## src/shared/dles_pkg.sv

```systemverilog
package dles_pkg;
   // register offsets on the processor port
   localparam logic [8:0] EVENT_STATUS_ADDR = 9'h00a;
   localparam logic [8:0] EVENT_ENABLE_ADDR = 9'h012;
   // value of both registers after reset
   localparam logic [7:0] EVENT_RESET_VAL = 8'h00;
   // bit positions in the status register
   localparam int BIT_RX_CODEWORD = 7;
   localparam int BIT_RX_FULL = 6;
   localparam int BIT_RX_NEAR_FULL = 5;
   localparam int BIT_RX_MESSAGE = 4;
   localparam int BIT_TX_UNDERRUN = 3;
   localparam int BIT_TX_OVERFLOW = 2;
   localparam int BIT_TX_NEAR_EMPTY = 1;
   localparam int BIT_TX_MSG_DONE = 0;
   localparam int EVENT_COUNT = 8;
endpackage

```

## src/logic/dles_edge_latch.sv

```systemverilog
// one sticky event bit: rising edge sets, read clears, set wins
module dles_edge_latch (
   input wire logic i_core_clk,
   input wire logic i_rst_n,
   input wire logic i_source,
   input wire logic i_clear,
   output logic o_flag
);
   logic src_q;  // source one cycle ago
   logic src_d;
   logic flag_q; // sticky flag
   logic flag_d;

   // next values: edge sets, clear only when no new edge
   always_comb begin
      src_d = i_source;
      if (i_source && !src_q) begin
         flag_d = 1'b1; // a level held high sets only once
      end else if (i_clear) begin
         flag_d = 1'b0; // read clears
      end else begin
         flag_d = flag_q; // hold until read
      end
   end

   // register stage
   always_ff @(posedge i_core_clk) begin
      if (!i_rst_n) begin
         src_q <= 1'b0;
         flag_q <= 1'b0;
      end else begin
         src_q <= src_d;
         flag_q <= flag_d;
      end
   end

   assign o_flag = flag_q;

   a_edge_sets_flag: assert property (@(posedge i_core_clk) disable iff (!i_rst_n)
      (i_source && !src_q) |=> flag_q)
      else $error("rising source did not set flag");
   a_level_no_set: assert property (@(posedge i_core_clk) disable iff (!i_rst_n)
      (!flag_q && !(i_source && !src_q)) |=> !flag_q)
      else $error("flag set without rising edge");
   a_hold_until_read: assert property (@(posedge i_core_clk) disable iff (!i_rst_n)
      (flag_q && !i_clear) |=> flag_q)
      else $error("flag dropped without read");
endmodule

```

## src/logic/dles_event_status.sv

```systemverilog
// Contract
// - bits set on source rising edge only
// - bits held until read; read clears all, but a new edge in the read cycle wins
// - interrupt only for enabled latched events
// - bit 7 on codeword received
// - bit 6 on receive overrun, hdlc modes
// - bit 6 at fill limit, unformatted modes
// - bit 5 at receive near-full threshold
// - bit 3 on underrun without end marker
// - underrun also forces an abort sequence
// - bit 1 when below near-empty threshold
module dles_event_status (
   input wire logic i_core_clk,
   input wire logic i_rst_n,
   // processor port, one-cycle strobes
   input wire logic [8:0] i_addr,
   input wire logic i_rd_stb,
   input wire logic i_wr_stb,
   input wire logic [7:0] i_wr_data,
   output logic [7:0] o_rd_data,
   // mode of the data-link receiver
   input wire logic i_six_bit_unformatted_mode,
   input wire logic i_eight_bit_unformatted_mode,
   // event sources from the data-link logic, same clock
   input wire logic i_rx_codeword_valid,
   input wire logic i_rx_overrun,
   input wire logic i_rx_fill_limit_reached,
   input wire logic i_rx_near_full,
   input wire logic i_rx_message_stored,
   input wire logic i_tx_fifo_empty_no_eom,
   input wire logic i_tx_overflow,
   input wire logic i_tx_below_near_empty,
   input wire logic i_tx_closing_flag,
   // outputs
   output logic o_tx_abort_req,
   output logic o_irq
);
   // companion enable register, written by the processor
   logic [7:0] enable_q; // datalink2_event_enable
   logic [7:0] enable_d;
   // read data is registered so the port sees a clean byte
   logic [7:0] rd_data_q; // read data register
   logic [7:0] rd_data_d;
   logic abort_q; // abort request level
   logic abort_d;
   // source history mirrors the latches, so checks agree at reset
   logic [7:0] sources_q; // sources one cycle ago
   logic [7:0] sources_d;
   logic [7:0] new_edges; // sources that rose this cycle
   logic [7:0] sources; // per-bit event source
   logic [7:0] flags; // latched event bits
   // decoded processor accesses
   logic status_rd; // read of the status register
   logic enable_rd; // read of the enable register
   logic enable_wr; // write of the enable register
   logic unmapped_rd; // read of any other address
   logic unformatted; // either unformatted packing mode

   // address decode used by read and write paths
   function automatic logic hit(input logic [8:0] a, input logic [8:0] target);
      hit = (a == target);
   endfunction

   // strobe qualifiers; a write to status matches nothing and is dropped
   assign status_rd = i_rd_stb && hit(i_addr, dles_pkg::EVENT_STATUS_ADDR);
   assign enable_rd = i_rd_stb && hit(i_addr, dles_pkg::EVENT_ENABLE_ADDR);
   assign enable_wr = i_wr_stb && hit(i_addr, dles_pkg::EVENT_ENABLE_ADDR);
   assign unmapped_rd = i_rd_stb && !status_rd && !enable_rd;
   assign unformatted = i_six_bit_unformatted_mode || i_eight_bit_unformatted_mode;
   // an edge as each latch sees it; history is zero after reset
   assign new_edges = sources & ~sources_q;

   // map sources onto status bit positions
   always_comb begin
      sources = 8'h00;
      sources[dles_pkg::BIT_RX_CODEWORD] = i_rx_codeword_valid;
      // bit 6 meaning depends on packing mode
      sources[dles_pkg::BIT_RX_FULL] = unformatted ? i_rx_fill_limit_reached
                                                   : i_rx_overrun;
      sources[dles_pkg::BIT_RX_NEAR_FULL] = i_rx_near_full;
      sources[dles_pkg::BIT_RX_MESSAGE] = i_rx_message_stored;
      sources[dles_pkg::BIT_TX_UNDERRUN] = i_tx_fifo_empty_no_eom;
      // overflow meaning is only partly known; latched like the rest
      sources[dles_pkg::BIT_TX_OVERFLOW] = i_tx_overflow;
      sources[dles_pkg::BIT_TX_NEAR_EMPTY] = i_tx_below_near_empty;
      sources[dles_pkg::BIT_TX_MSG_DONE] = i_tx_closing_flag;
   end

   // one sticky latch per bit
   for (genvar g = 0; g < dles_pkg::EVENT_COUNT; g++) begin : g_latch
      dles_edge_latch u_latch (
         .i_core_clk(i_core_clk),
         .i_rst_n(i_rst_n),
         .i_source(sources[g]),
         .i_clear(status_rd),
         .o_flag(flags[g])
      );
   end

   // register next values: enable write, read data, abort, history
   always_comb begin
      enable_d = enable_q;
      if (enable_wr) begin
         enable_d = i_wr_data; // whole byte, no reserved bits
      end
      rd_data_d = rd_data_q; // holds until the next read
      if (i_rd_stb) begin
         // pre-read value is returned; unmapped reads give zero
         if (status_rd) begin
            rd_data_d = flags;
         end else if (enable_rd) begin
            rd_data_d = enable_q;
         end else begin
            rd_data_d = 8'h00;
         end
      end
      // abort follows the underrun condition itself, not the sticky bit,
      // so clearing status never cuts an abort short
      abort_d = i_tx_fifo_empty_no_eom;
      sources_d = sources;
   end

   // register stage
   always_ff @(posedge i_core_clk) begin
      if (!i_rst_n) begin
         enable_q <= dles_pkg::EVENT_RESET_VAL;
         rd_data_q <= dles_pkg::EVENT_RESET_VAL;
         abort_q <= 1'b0;
         sources_q <= dles_pkg::EVENT_RESET_VAL; // same as the latches' history
      end else begin
         enable_q <= enable_d;
         rd_data_q <= rd_data_d;
         abort_q <= abort_d;
         sources_q <= sources_d;
      end
   end

   assign o_rd_data = rd_data_q;
   assign o_tx_abort_req = abort_q;
   assign o_irq = |(flags & enable_q);

   // interrupt may only rise through a new enabled edge or an enable write
   a_irq_needs_enable: assert property (
      @(posedge i_core_clk) disable iff (!i_rst_n)
      (!o_irq && !enable_wr && !(|(new_edges & enable_q))) |=> !o_irq)
      else $error("interrupt without enabled flag");
   a_irq_on_enabled: assert property (
      @(posedge i_core_clk) disable iff (!i_rst_n)
      (|(new_edges & enable_q) && !enable_wr) |=> o_irq)
      else $error("enabled event raised no interrupt");
   a_irq_drops_on_read: assert property (
      @(posedge i_core_clk) disable iff (!i_rst_n)
      (status_rd && !(|new_edges)) |=> !o_irq)
      else $error("interrupt survived a status read");
   // read port: status returns then clears, enable reads back, others give zero
   a_read_clears_all: assert property (
      @(posedge i_core_clk) disable iff (!i_rst_n)
      (status_rd && !(|new_edges)) |=> flags == 8'h00)
      else $error("status read did not clear");
   a_read_gives_flags: assert property (
      @(posedge i_core_clk) disable iff (!i_rst_n)
      status_rd |=> o_rd_data == $past(flags))
      else $error("status read returned wrong byte");
   a_enable_readback: assert property (
      @(posedge i_core_clk) disable iff (!i_rst_n)
      enable_rd |=> o_rd_data == $past(enable_q))
      else $error("enable read returned wrong byte");
   a_unmapped_zero: assert property (
      @(posedge i_core_clk) disable iff (!i_rst_n)
      unmapped_rd |=> o_rd_data == 8'h00)
      else $error("unmapped read not zero");
   a_rd_data_holds: assert property (
      @(posedge i_core_clk) disable iff (!i_rst_n)
      !i_rd_stb |=> $stable(o_rd_data))
      else $error("read data changed without a read");
   a_enable_write: assert property (
      @(posedge i_core_clk) disable iff (!i_rst_n)
      enable_wr |=> enable_q == $past(i_wr_data))
      else $error("enable write did not land");
   // receive side: each source sets its bit one cycle after it rises; overrun and fill limit set bit 6 only in their own modes
   a_codeword_sets: assert property (
      @(posedge i_core_clk) disable iff (!i_rst_n)
      $rose(i_rx_codeword_valid) |=> flags[7])
      else $error("codeword bit not set");
   a_overrun_hdlc: assert property (
      @(posedge i_core_clk) disable iff (!i_rst_n)
      (!unformatted && $rose(i_rx_overrun) && $stable(unformatted)) |=> flags[6])
      else $error("overrun bit not set");
   a_fill_unformatted: assert property (
      @(posedge i_core_clk) disable iff (!i_rst_n)
      (unformatted && $rose(i_rx_fill_limit_reached) && $stable(unformatted))
      |=> flags[6])
      else $error("fill limit bit not set");
   a_near_full_sets: assert property (
      @(posedge i_core_clk) disable iff (!i_rst_n)
      $rose(i_rx_near_full) |=> flags[5])
      else $error("near full bit not set");
   a_message_sets: assert property (
      @(posedge i_core_clk) disable iff (!i_rst_n)
      $rose(i_rx_message_stored) |=> flags[4])
      else $error("message bit not set");
   // transmit side: underrun also drives the abort request while it lasts
   a_underrun_abort: assert property (
      @(posedge i_core_clk) disable iff (!i_rst_n)
      $rose(i_tx_fifo_empty_no_eom) |=> (flags[3] && o_tx_abort_req))
      else $error("underrun bit or abort missing");
   a_abort_follows: assert property (
      @(posedge i_core_clk) disable iff (!i_rst_n)
      o_tx_abort_req |-> $past(i_tx_fifo_empty_no_eom))
      else $error("abort without underrun");
   a_abort_drops: assert property (
      @(posedge i_core_clk) disable iff (!i_rst_n)
      !i_tx_fifo_empty_no_eom |=> !o_tx_abort_req)
      else $error("abort outlived the underrun");
   a_near_empty_sets: assert property (
      @(posedge i_core_clk) disable iff (!i_rst_n)
      $rose(i_tx_below_near_empty) |=> flags[1])
      else $error("near empty bit not set");
   a_msg_done_sets: assert property (
      @(posedge i_core_clk) disable iff (!i_rst_n)
      $rose(i_tx_closing_flag) |=> flags[0])
      else $error("message done bit not set");
   // overflow has no documented meaning beyond a rising source
   a_overflow_sets: assert property (
      @(posedge i_core_clk) disable iff (!i_rst_n)
      $rose(i_tx_overflow) |=> flags[dles_pkg::BIT_TX_OVERFLOW])
      else $error("overflow bit not set");
endmodule

```

## config.mk

```make
export PLATFORM = sky130hd
export DESIGN_NAME = dles_event_status
export DESIGN_NICKNAME = d
export VERILOG_FILES = /design/src/shared/dles_pkg.sv /design/src/logic/dles_edge_latch.sv /design/src/logic/dles_event_status.sv
export SDC_FILE = /design/constraint.sdc
export NUM_CORES = 1
export LEC_CHECK = 0
export BUFFER_PORTS_ARGS = -buffer_cell sky130_fd_sc_hd__buf_2
export CAP_MARGIN = 15
export CELL_PAD_IN_SITES_DETAIL_PLACEMENT = 0
export CELL_PAD_IN_SITES_GLOBAL_PLACEMENT = 1
export CORE_ASPECT_RATIO = 1.5
export CORE_UTILIZATION = 39
export DETAILED_ROUTE_END_ITERATION = 6
export PLACE_DENSITY = 0.81
export RECOVER_POWER = 50
export SYNTH_ARGS = -nofsm -noshare
export SYNTH_HDL_FRONTEND = slang
export SYNTH_SLANG_ARGS = --single-unit
```

## constraint.sdc

```tcl
create_clock -name i_core_clk -period 2.68 [get_ports i_core_clk]
set_input_delay 0 -clock i_core_clk [delete_from_list [all_inputs] [get_ports i_core_clk]]
set_output_delay 0 -clock i_core_clk [all_outputs]
set_load 0.05 [all_outputs]
```

==> results.yml, run 1 <==
die:
  rows: 25
  num_io_pins: 42
  die_area_sq_um: 3540
  core_area_sq_um: 3160
  die_x_microns: 48.9
  initial_utilization_pct: 40.8
  die_h_microns: 72.4
logic_synthesis:
  synth_xor_xnor_area_share_pct: 0
  synth_top_family_by_area: "simple AND/OR/NAND/NOR gates"
  syn_area_per_cell_sq_um: 9.99
  muxShareOfSynthArea_pct: 0.777
  synth_seq_cells: 32
  synth-adder-area-share_pct: 0
  syn_area_sq_um: 1290
  yosysWarnings: 0
  syn-num-nets: 161
  ys_seq_area_share_pct: 49.7
  synth_compound_area_share_pct: 21.0
  synthSimpleGateAreaFrac_pct: 24.2
  synth_cells: 129
  synth_cell_types: 28
placed_design:
  dp_hpwl_microns: 2260
  gp_congestion: 0.740
  io_buffers: 41
  dp_slack_ns: 1.04
worst_setup_path:
  worstSetupEndpointType: "flip-flop"
  crit_fanout: 11
  r2r_setup_slack_ns: 1.86
  cp-start-kind: "input port"
  path_class: "in2reg"
  critical_path_arrival_ns: 1.46
  cp.required_ns: 2.83
cells_and_area:
  final_layout_size_suffix_gt1_share_pct: 23.7
  syn2layout_area_growth_pct: 38.3
  mostFrequentLayoutCells: "dfxtp_1 (32), buf_2 (31), dlygate4sd3_1 (17)"
  antenna_cells: 0
  nets: 221
  final_common_cell: "dfxtp_1"
  fillerInstances: 301
detailed_routing:
  drt_iter0_markers: 33
  via_per_inst: 5.35
  wire_per_inst_microns: 14.1
  drtPass1Iterations: 4
  drt_wl_total_microns: 3230
  vias: 1230
  drt_drc_violations_left: 0
  antenna_left: 0
clock_tree:
  clk_path_buf_depth: 2
  cts_root_buf: "clkbuf_8"
  insertion_delay_ns: 0.29
  clock_sinks: 32
  cts.clk_slew.worst_paths_ns: 0.07
  cts_tree: "yes"
  cts_buffers: 5
  htree_levels: 2
timing:
  rsz0062_at_grt: "no"
  worst_pin_slew_ns: 0.859
  worst_slack_ns: 1.36
  fin_crit_ns: 1.32
  fmax_mhz: 760
  relSlewSlack_pct: 42.3
  setup_violations: 0
  report.final.slew_viol_count: 0
  fin_tns_setup_ns: 0
  hold_viol: 0
  clock_skew_ns: 0.0117
  finalCritPeriodShare_pct: 49.1
global_route:
  antenna_found_initial: 0
  grt_max_degree: 20
  grt_usage_pct: 20.2
  grt-ovfl-total: 0
  grt_pass1_wl_microns: 5210
  grt_pass1_vias: 1197
power:
  ir_drop_v: 0.000579
  p_per_area_nw_per_um2: 586
  static-leakage-power_nw: 0.754
job:
  maxCapViolCount: 0
hold_path:
  hold_path_class: "in2reg"
run_status:
  outcome: "finished, final reports clean"
==> report_power, final <==
part           internal [W]  leakage (nW)  switching [W]
registers          0.000495         0.263      0.0000123
logic             0.0000490         0.436      0.0000437
clock network      0.000276        0.0552       0.000170
==> metal layers <==
layer | routed length, microns | up-vias | share of wire [%] | track usage, %
met5 | 0 | - | 0 | 0
met4 | 85 | 0 | 2.6 | 12.7
met1 | 1300 | 574 | 40 | 19.9
li1 | - | 611 | - | -
met3 | 136 | 10 | 4.2 | 7.34
met2 | 1710 | 35 | 53 | 35.6
==> what timing repair did <==
item                                   in CTS  in global routing
endpoints found under the hold margin      23                  0
resized for setup                           0                  0
hold buffers                               17                  0
buffers inserted                            0                  0
==> area by class of cell <==
class,instances,area [sq um],area share [%]
Clock buffer,6,72.6,4.07
Timing Repair Buffer,58,363,20.4
Multi-Input combinational cell,84,592,33.2
Inverter,8,30.0,1.68
Clock inverter,2,35.0,1.96
Tap cell,40,50.0,2.81
Sequential cell,32,641,35.9
==> state kept, by name (all words and copies together) (netlist names) <==
signal,count
o_rd_data,8
g_latch.u_latch.o_flag,8
enable_q,8
g_latch.u_latch.src_q,8
==> synth_stat cells <==
library cell  number  area (sq um)
nor2b_1            1          6.26
nor3_1             1          5.00
nand3b_1           3          22.5
or3_1              1          6.26
nor2_1             2          7.51
a221o_1            8          80.1
clkinv_1           1          3.75
and2_0             1          6.26
nor3_2             1          10.0
nand4_1            9          56.3
dfxtp_1           32           641
mux2i_1            1          10.0
o31ai_1            8          60.1
nor4b_4            1          23.8
clkbuf_1           2          7.51
and3b_1            1          8.76
buf_6              1          11.3
a22oi_1            4          30.0
o22ai_1            7          43.8
or4b_4             2          27.5
a21oi_1            8          40.0
nand2_1           15          56.3
nor3_4             1          16.3
nor4b_2            1          15.0
inv_1              7          26.3
o32ai_2            1          16.3
buf_1              2          7.51
and2_1             7          43.8
==> through the flow <==
| stage | util [%] | power, W | cells | instance area (sq um) | hold WS, ns |
|---|---|---|---|---|---|
| 2_1_floorplan | - | 0.000555 | 129 | 1290 | 0.113 |
| 3_3_place_gp | 48.0 | 0.000586 | 205 | 1520 | 0.203 |
| 3_5_place_dp | 48.0 | 0.000590 | 205 | 1520 | 0.208 |
| 4_1_cts | 56.8 | 0.00106 | 230 | 1800 | 0.0748 |
| 5_1_grt | 56.4 | 0.00109 | 230 | 1780 | 0.0929 |
| 6_report | 56.4 | 0.00105 | 230 | 1780 | 0.0899 |
==> worst paths after layout <==
check	to	from	depth (start not counted)
setup / recovery	g_latch[6].u_latch.o_flag	i_addr[0]	4
hold / removal	enable_q[6]	i_addr[6]	4
setup reg to reg	o_rd_data[7]	o_rd_data[7]	2
hold reg to reg	g_latch[5].u_latch.o_flag	g_latch[5].u_latch.src_q	1
==> logic make-up after synthesis <==
kind of cell / count (synthesis)
buffers and inverters: 13
AND/OR/NAND/NOR: 47
flip-flops: 32
multiplexers: 1
AO/OA/AOI/OAI: 36
==> worst max-delay path, cell delays in order <==
cell     delay [ns]
buf_2          0.11
or4b_4         0.64
nor4b_4        0.56
o32ai_2        0.16
Power figures use the tool's default switching activity.
==> run 2: changes to the inputs <==
--- a/config.mk
+++ b/config.mk
@@ -10,9 +10,9 @@
 export CELL_PAD_IN_SITES_DETAIL_PLACEMENT = 0
 export CELL_PAD_IN_SITES_GLOBAL_PLACEMENT = 1
 export CORE_ASPECT_RATIO = 1.5
-export CORE_UTILIZATION = 39
+export CORE_UTILIZATION = 33
 export DETAILED_ROUTE_END_ITERATION = 6
-export PLACE_DENSITY = 0.81
+export PLACE_DENSITY = 0.73
 export RECOVER_POWER = 50
 export SYNTH_ARGS = -nofsm -noshare
 export SYNTH_HDL_FRONTEND = slang
==> constraint.sdc (replaced) <==
create_clock -name i_core_clk -period 1.1 [get_ports i_core_clk]
set_input_delay 0 -clock i_core_clk [delete_from_list [all_inputs] [get_ports i_core_clk]]
set_output_delay 0 -clock i_core_clk [all_outputs]
set_load 0.05 [all_outputs]
==> run 2 against run 1 <==
Die area is 18% higher. Highest routed layer unchanged. Combinational power grew to 2.8 times the previous value. Critical endpoint is now o_irq. Non-clock buffer count up 14. The flow now finishes with violations (setup timing). Largest cell class unchanged. Worst setup slack worse by 1.4 ns.
==> results.yml, run 2 (synthesized netlist as in run 1, its figures left out) <==
timing:
  report.final.slew_viol_count: 0
  fin_crit_ns: 1.11
  finalCritPeriodShare_pct: 101
  relSlewSlack_pct: 67.2
  worst_slack_ns: -0.0135
  setup_violations: 1
  clock_skew_ns: 0.00802
  hold_viol: 0
  fmax_mhz: 898
  worst_pin_slew_ns: 0.491
  rsz0062_at_grt: "yes"
worst_setup_path:
  cp_cell_sequence: "a22oi_2 -> nand4_1 -> buf_6"
  crit_fanout: 3
  worstSetupEndpointType: "output pin"
  r2r_setup_slack_ns: 0.23
  path_class: "reg2out"
  timing.rr.end: "o_rd_data[6]"
  cp.required_ns: 1.10
  cp-start-kind: "flip-flop"
  r2r_start: "enable_q[6]"
  slowest_stage: "dfxtp_2"
  worstRegToRegCells: 2
  max_stage_delay_ns: 0.34
  critical_path_arrival_ns: 1.11
detailed_routing:
  drtPass1Iterations: 4
  drt_wl_total_microns: 3530
  wire_per_inst_microns: 14.3
  antenna_left: 0
  vias: 1299
  drt_drc_violations_left: 0
  drt_iter0_markers: 38
  via_per_inst: 5.26
die:
  num_io_pins: 42
  die_x_microns: 53.0
  rows: 27
  initial_utilization_pct: 34.7
  die_h_microns: 78.5
  die_area_sq_um: 4160
  core_area_sq_um: 3720
power:
  static-leakage-power_nw: 0.874
  ir_drop_v: 0.000803
  p_per_area_nw_per_um2: 1310
cells_and_area:
  multi_input_area_sq_um: 642
  fillerInstances: 361
  final_common_cell: "buf_2"
  fin_util_pct: 53.4
  nets: 235
  fin_area_sq_um: 1980
  mostFrequentLayoutCells: "buf_2 (31), dfxtp_1 (26), nand2_1 (15), dlygate4sd3_1 (15), buf_4 (11)"
  final_layout_size_suffix_gt1_share_pct: 42.6
  antenna_cells: 0
  regArea_sq_um: 648
  syn2layout_area_growth_pct: 54.0
placed_design:
  io_buffers: 41
  dp_slack_ns: -0.296
  gp_congestion: 0.791
  dp_hpwl_microns: 2510
  dpl_cell_area_sq_um: 1620
global_route:
  grt_max_degree: 17
  grt_pass1_vias: 1277
  grt_usage_pct: 19.0
  grt_pass1_wl_microns: 5560
  antenna_found_initial: 0
  grt-ovfl-total: 0
job:
  maxCapViolCount: 0
clock_tree:
  clock_sinks: 32
  htree_levels: 2
  cts_buffers: 5
  insertion_delay_ns: 0.28
  cts.clk_slew.worst_paths_ns: 0.07
  cts_root_buf: "clkbuf_8"
  clk_path_buf_depth: 2
  cts_tree: "yes"
hold_path:
  hold_path_end: "g_latch[6].u_latch.src_q"
  min_path_cells: 3
  hp-start: "i_rx_fill_limit_reached"
  hold_path_class: "in2reg"
run_status:
  violations: "setup timing"
  outcome: "finished with violations"
==> run 2: cell types whose count changed in the layout (fill, tap and decap cells not counted), moves of 6 or more <==
| cell | change |
|---|---|
| clkbuf_1 | -10 |
| o31ai_1 | -6 |
| dfxtp_1 | -6 |
| clkbuf_2 | +10 |
| buf_4 | +11 |
| o31ai_2 | +6 |
| dfxtp_2 | +6 |
==> run 2: layout make-up <==
| class | instances | share of cell area (%) |
|---|---|---|
| sequential | 32 | 32.7 |
| tap | 43 | 2.71 |
| clock inverter | 2 | 1.77 |
| clock buffer | 6 | 3.66 |
| timing repair buffer | 72 | 25.3 |
| multi-input combinational | 84 | 32.3 |
| inverter | 8 | 1.51 |
==> run 2: metrics by stage <==
step | setup TNS (ns) | hold slack (ns) | std cells | power (W)
after floorplan | -2.98 | 0.113 | 129 | 0.00135
after global placement | -6.19 | 0.204 | 221 | 0.00146
after detailed placement | -6.52 | 0.206 | 221 | 0.00147
after CTS | -0.0344 | 0.00584 | 246 | 0.00261
after global routing | -0.169 | 0.0295 | 247 | 0.00270
final | -0.0135 | 0.00575 | 247 | 0.00259
==> run 2: worst max-delay path by stage <==
| stage | from | to | slack [ns] | depth (start not counted) |
|---|---|---|---|---|
| after CTS | enable_q[6] | o_irq | -0.03 | 3 |
| after global placement | i_addr[0] | g_latch[1].u_latch.o_flag | -0.29 | 5 |
| final | g_latch[7].u_latch.o_flag | o_irq | -0.01 | 3 |
| after detailed placement | i_addr[0] | enable_q[2] | -0.30 | 5 |
| after floorplan | i_addr[0] | g_latch[3].u_latch.o_flag | -0.27 | 4 |
| after global routing | g_latch[7].u_latch.o_flag | o_irq | -0.11 | 3 |
==> run 2: what timing repair did <==
action / in CTS / in global routing
resized for setup: 12 / 9
setup endpoints to repair: 3 / 19
hold endpoints to repair: 18 / 0
setup buffers: 2 / 1
pin swaps: 4 / 6
hold buffers: 15 / 0
==> run 2: power breakdown <==
part,switching [W],internal (W),total [W]
combinational,0.000118,0.000139,0.000257
clock,0.000426,0.000672,0.00110
sequential,0.0000329,0.00121,0.00124
total,0.000577,0.00202,0.00259
==> run 2: critical path, delay by kind of cell, from the launching register on <==
family / cells / cell delay [ns]
AND/OR/NAND/NOR: 1 / 0.14
buffers and inverters: 1 / 0.18
AO/OA/AOI/OAI: 1 / 0.18
flip-flops: 1 / 0.34
==> run 2: metal layers <==
metal  track usage, %  wire [microns]  vias up
met1             19.0            1320      608
met3             4.26             152       14
met5                0               0        -
met4             12.6             145        0
met2             33.4            1920       44
li1                 -               -      633
==> run 3: changes to the inputs <==
--- a/config.mk
+++ b/config.mk
@@ -10,9 +10,11 @@
 export CELL_PAD_IN_SITES_DETAIL_PLACEMENT = 0
 export CELL_PAD_IN_SITES_GLOBAL_PLACEMENT = 1
 export CORE_ASPECT_RATIO = 1.5
+export CORE_MARGIN = 3
 export CORE_UTILIZATION = 33
 export DETAILED_ROUTE_END_ITERATION = 6
-export PLACE_DENSITY = 0.73
+export HOLD_SLACK_MARGIN = 0.02
+export PLACE_DENSITY = 0.7
 export RECOVER_POWER = 50
 export SYNTH_ARGS = -nofsm -noshare
 export SYNTH_HDL_FRONTEND = slang
==> run 3 against run 2 <==
Cell area up 0.88%. Clock power fell by 16%. Largest power group unchanged. The run still ends with setup timing left. Fmax down 1.2%. Largest cell class is now multi-input combinational cells.
==> results.yml, run 3 (synthesized netlist as in run 1, its figures left out) <==
run_status:
  outcome: "finished with violations"
  violations: "setup timing"
worst_setup_path:
  path_class: "reg2out"
  cp-startpoint: "enable_q[6]"
  slowest_stage: "dfxtp_2"
  cp_cell_sequence: "a22oi_2 -> nand4_1 -> buf_6"
  cp.required_ns: 1.10
  worstSetupEndpointType: "output pin"
  critical_path_arrival_ns: 1.13
  max_stage_delay_ns: 0.33
  worstRegToRegCells: 2
  crit_end: "o_irq"
  r2r_start: "enable_q[6]"
  timing.rr.end: "o_rd_data[6]"
  crit_fanout: 2
  cp-start-kind: "flip-flop"
  r2r_setup_slack_ns: 0.22
timing:
  fmax_mhz: 887
  hold_viol: 0
  fin_crit_ns: 1.13
  relSlewSlack_pct: 65.2
  worst_slack_ns: -0.0272
  rsz0062_at_grt: "yes"
  fin_tns_setup_ns: -0.0272
  clock_skew_ns: 0.00583
  setup_violations: 1
  worst_pin_slew_ns: 0.520
  finalCritPeriodShare_pct: 102
  report.final.slew_viol_count: 0
detailed_routing:
  antenna_left: 0
  drt_drc_violations_left: 0
  drtPass1Iterations: 4
  via_per_inst: 5.13
  vias: 1267
  drt_wl_total_microns: 3500
  drt_iter0_markers: 46
  wire_per_inst_microns: 14.2
power:
  p_per_area_nw_per_um2: 1220
  static-leakage-power_nw: 0.867
  ir_drop_v: 0.00130
  p_total_w: 0.00243
cells_and_area:
  syn2layout_area_growth_pct: 55.3
  mostFrequentLayoutCells: "buf_2 (30), dfxtp_1 (28), dlygate4sd3_1 (16)"
  layout.cells.non_filler: 247
  antenna_cells: 0
  final_common_cell: "buf_2"
  final_layout_size_suffix_gt1_share_pct: 42.6
  nets: 235
  fin_area_sq_um: 2000
global_route:
  grt_usage_pct: 16.5
  antenna_found_initial: 0
  grt-ovfl-total: 0
  grt_pass1_wl_microns: 5980
  grt_pass1_vias: 1316
  grt_max_degree: 16
placed_design:
  dp_hpwl_microns: 2510
  dpl_cell_area_sq_um: 1620
  dp_cells: 221
  gp_congestion: 0.700
  dp_slack_ns: -0.313
  io_buffers: 41
clock_tree:
  insertion_delay_ns: 0.28
  cts_tree: "yes"
  cts_buffers: 5
  clk_path_buf_depth: 2
  cts.clk_slew.worst_paths_ns: 0.07
  htree_levels: 2
  clock_sinks: 32
  cts_root_buf: "clkbuf_8"
die:
  die_h_microns: 82.5
  rows: 27
  num_io_pins: 42
  die_area_sq_um: 4710
  initial_utilization_pct: 34.7
  die_x_microns: 57.0
  core_area_sq_um: 3720
job:
  maxCapViolCount: 0
hold_path:
  hold_path_class: "in2reg"
-- run 3: changes by cell type in the layout (fill, tap and decap cells not counted), sizes merged --
cell | before | now
bufinv | 1 | 0
clkinv | 2 | 1
clkinvlp | 0 | 1
dlygate4sd3 | 15 | 16
-- run 3: repair_timing --
action	4_1_cts	5_1_grt
hold endpoints to repair	21	0
setup endpoints to repair	6	19
pin swaps	4	6
hold buffers	16	0
gates cloned	0	0
resized for setup	10	13
buffers inserted	1	1
-- run 3: power by group --
part / total, W / switching (W) / leakage (nW) / internal, W
combinational: 0.000266 / 0.000119 / 0.558 / 0.000146
clock: 0.000928 / 0.000420 / 0.0445 / 0.000508
sequential: 0.00124 / 0.0000339 / 0.264 / 0.00121
-- run 3: area by class of cell --
cell class                 instances  area, sq um
sequential                        32          646
timing repair buffer              72          510
tap                               43         53.8
fill                             363         1710
multi-input combinational         84          668
clock buffer                       7         86.3
clock inverter                     1         7.51
inverter                           8         30.0
-- run 3: layer usage --
layer | up-vias | global-route usage (%) | wire length [microns]
met5 | - | 0 | 0
met4 | 0 | 6.50 | 56
met3 | 6 | 3.73 | 171
met2 | 35 | 30.1 | 1960
met1 | 588 | 18.5 | 1310
li1 | 638 | - | -
-- run 3: critical path: cells and delay by family, from the launching register on --
| family | cells | cell delay (ns) |
|---|---|---|
| simple gates | 1 | 0.15 |
| buf+inv | 1 | 0.18 |
| flops | 1 | 0.33 |
| compound gates | 1 | 0.18 |
-- run 3: how the worst min path moves through the flow --
stage	slack, ns	endpoint	startpoint	cells past startpoint
after CTS	0.02	g_latch[6].u_latch.src_q	i_rx_overrun	3
after global placement	0.20	g_latch[4].u_latch.src_q	i_rx_message_stored	3
after detailed placement	0.21	g_latch[2].u_latch.src_q	i_tx_overflow	3
final	0.02	g_latch[6].u_latch.src_q	i_rx_overrun	3
after floorplan	0.11	g_latch[0].u_latch.src_q	i_tx_closing_flag	2
after global routing	0.03	g_latch[6].u_latch.src_q	i_rx_overrun	3
-- run 3: metrics by stage --
step                util (%)  hold slack (ns)
floorplan                  -            0.113
global placement        43.6            0.202
detailed placement      43.6            0.207
CTS                     51.5           0.0210
global route            53.9           0.0336
finish                  53.9           0.0158
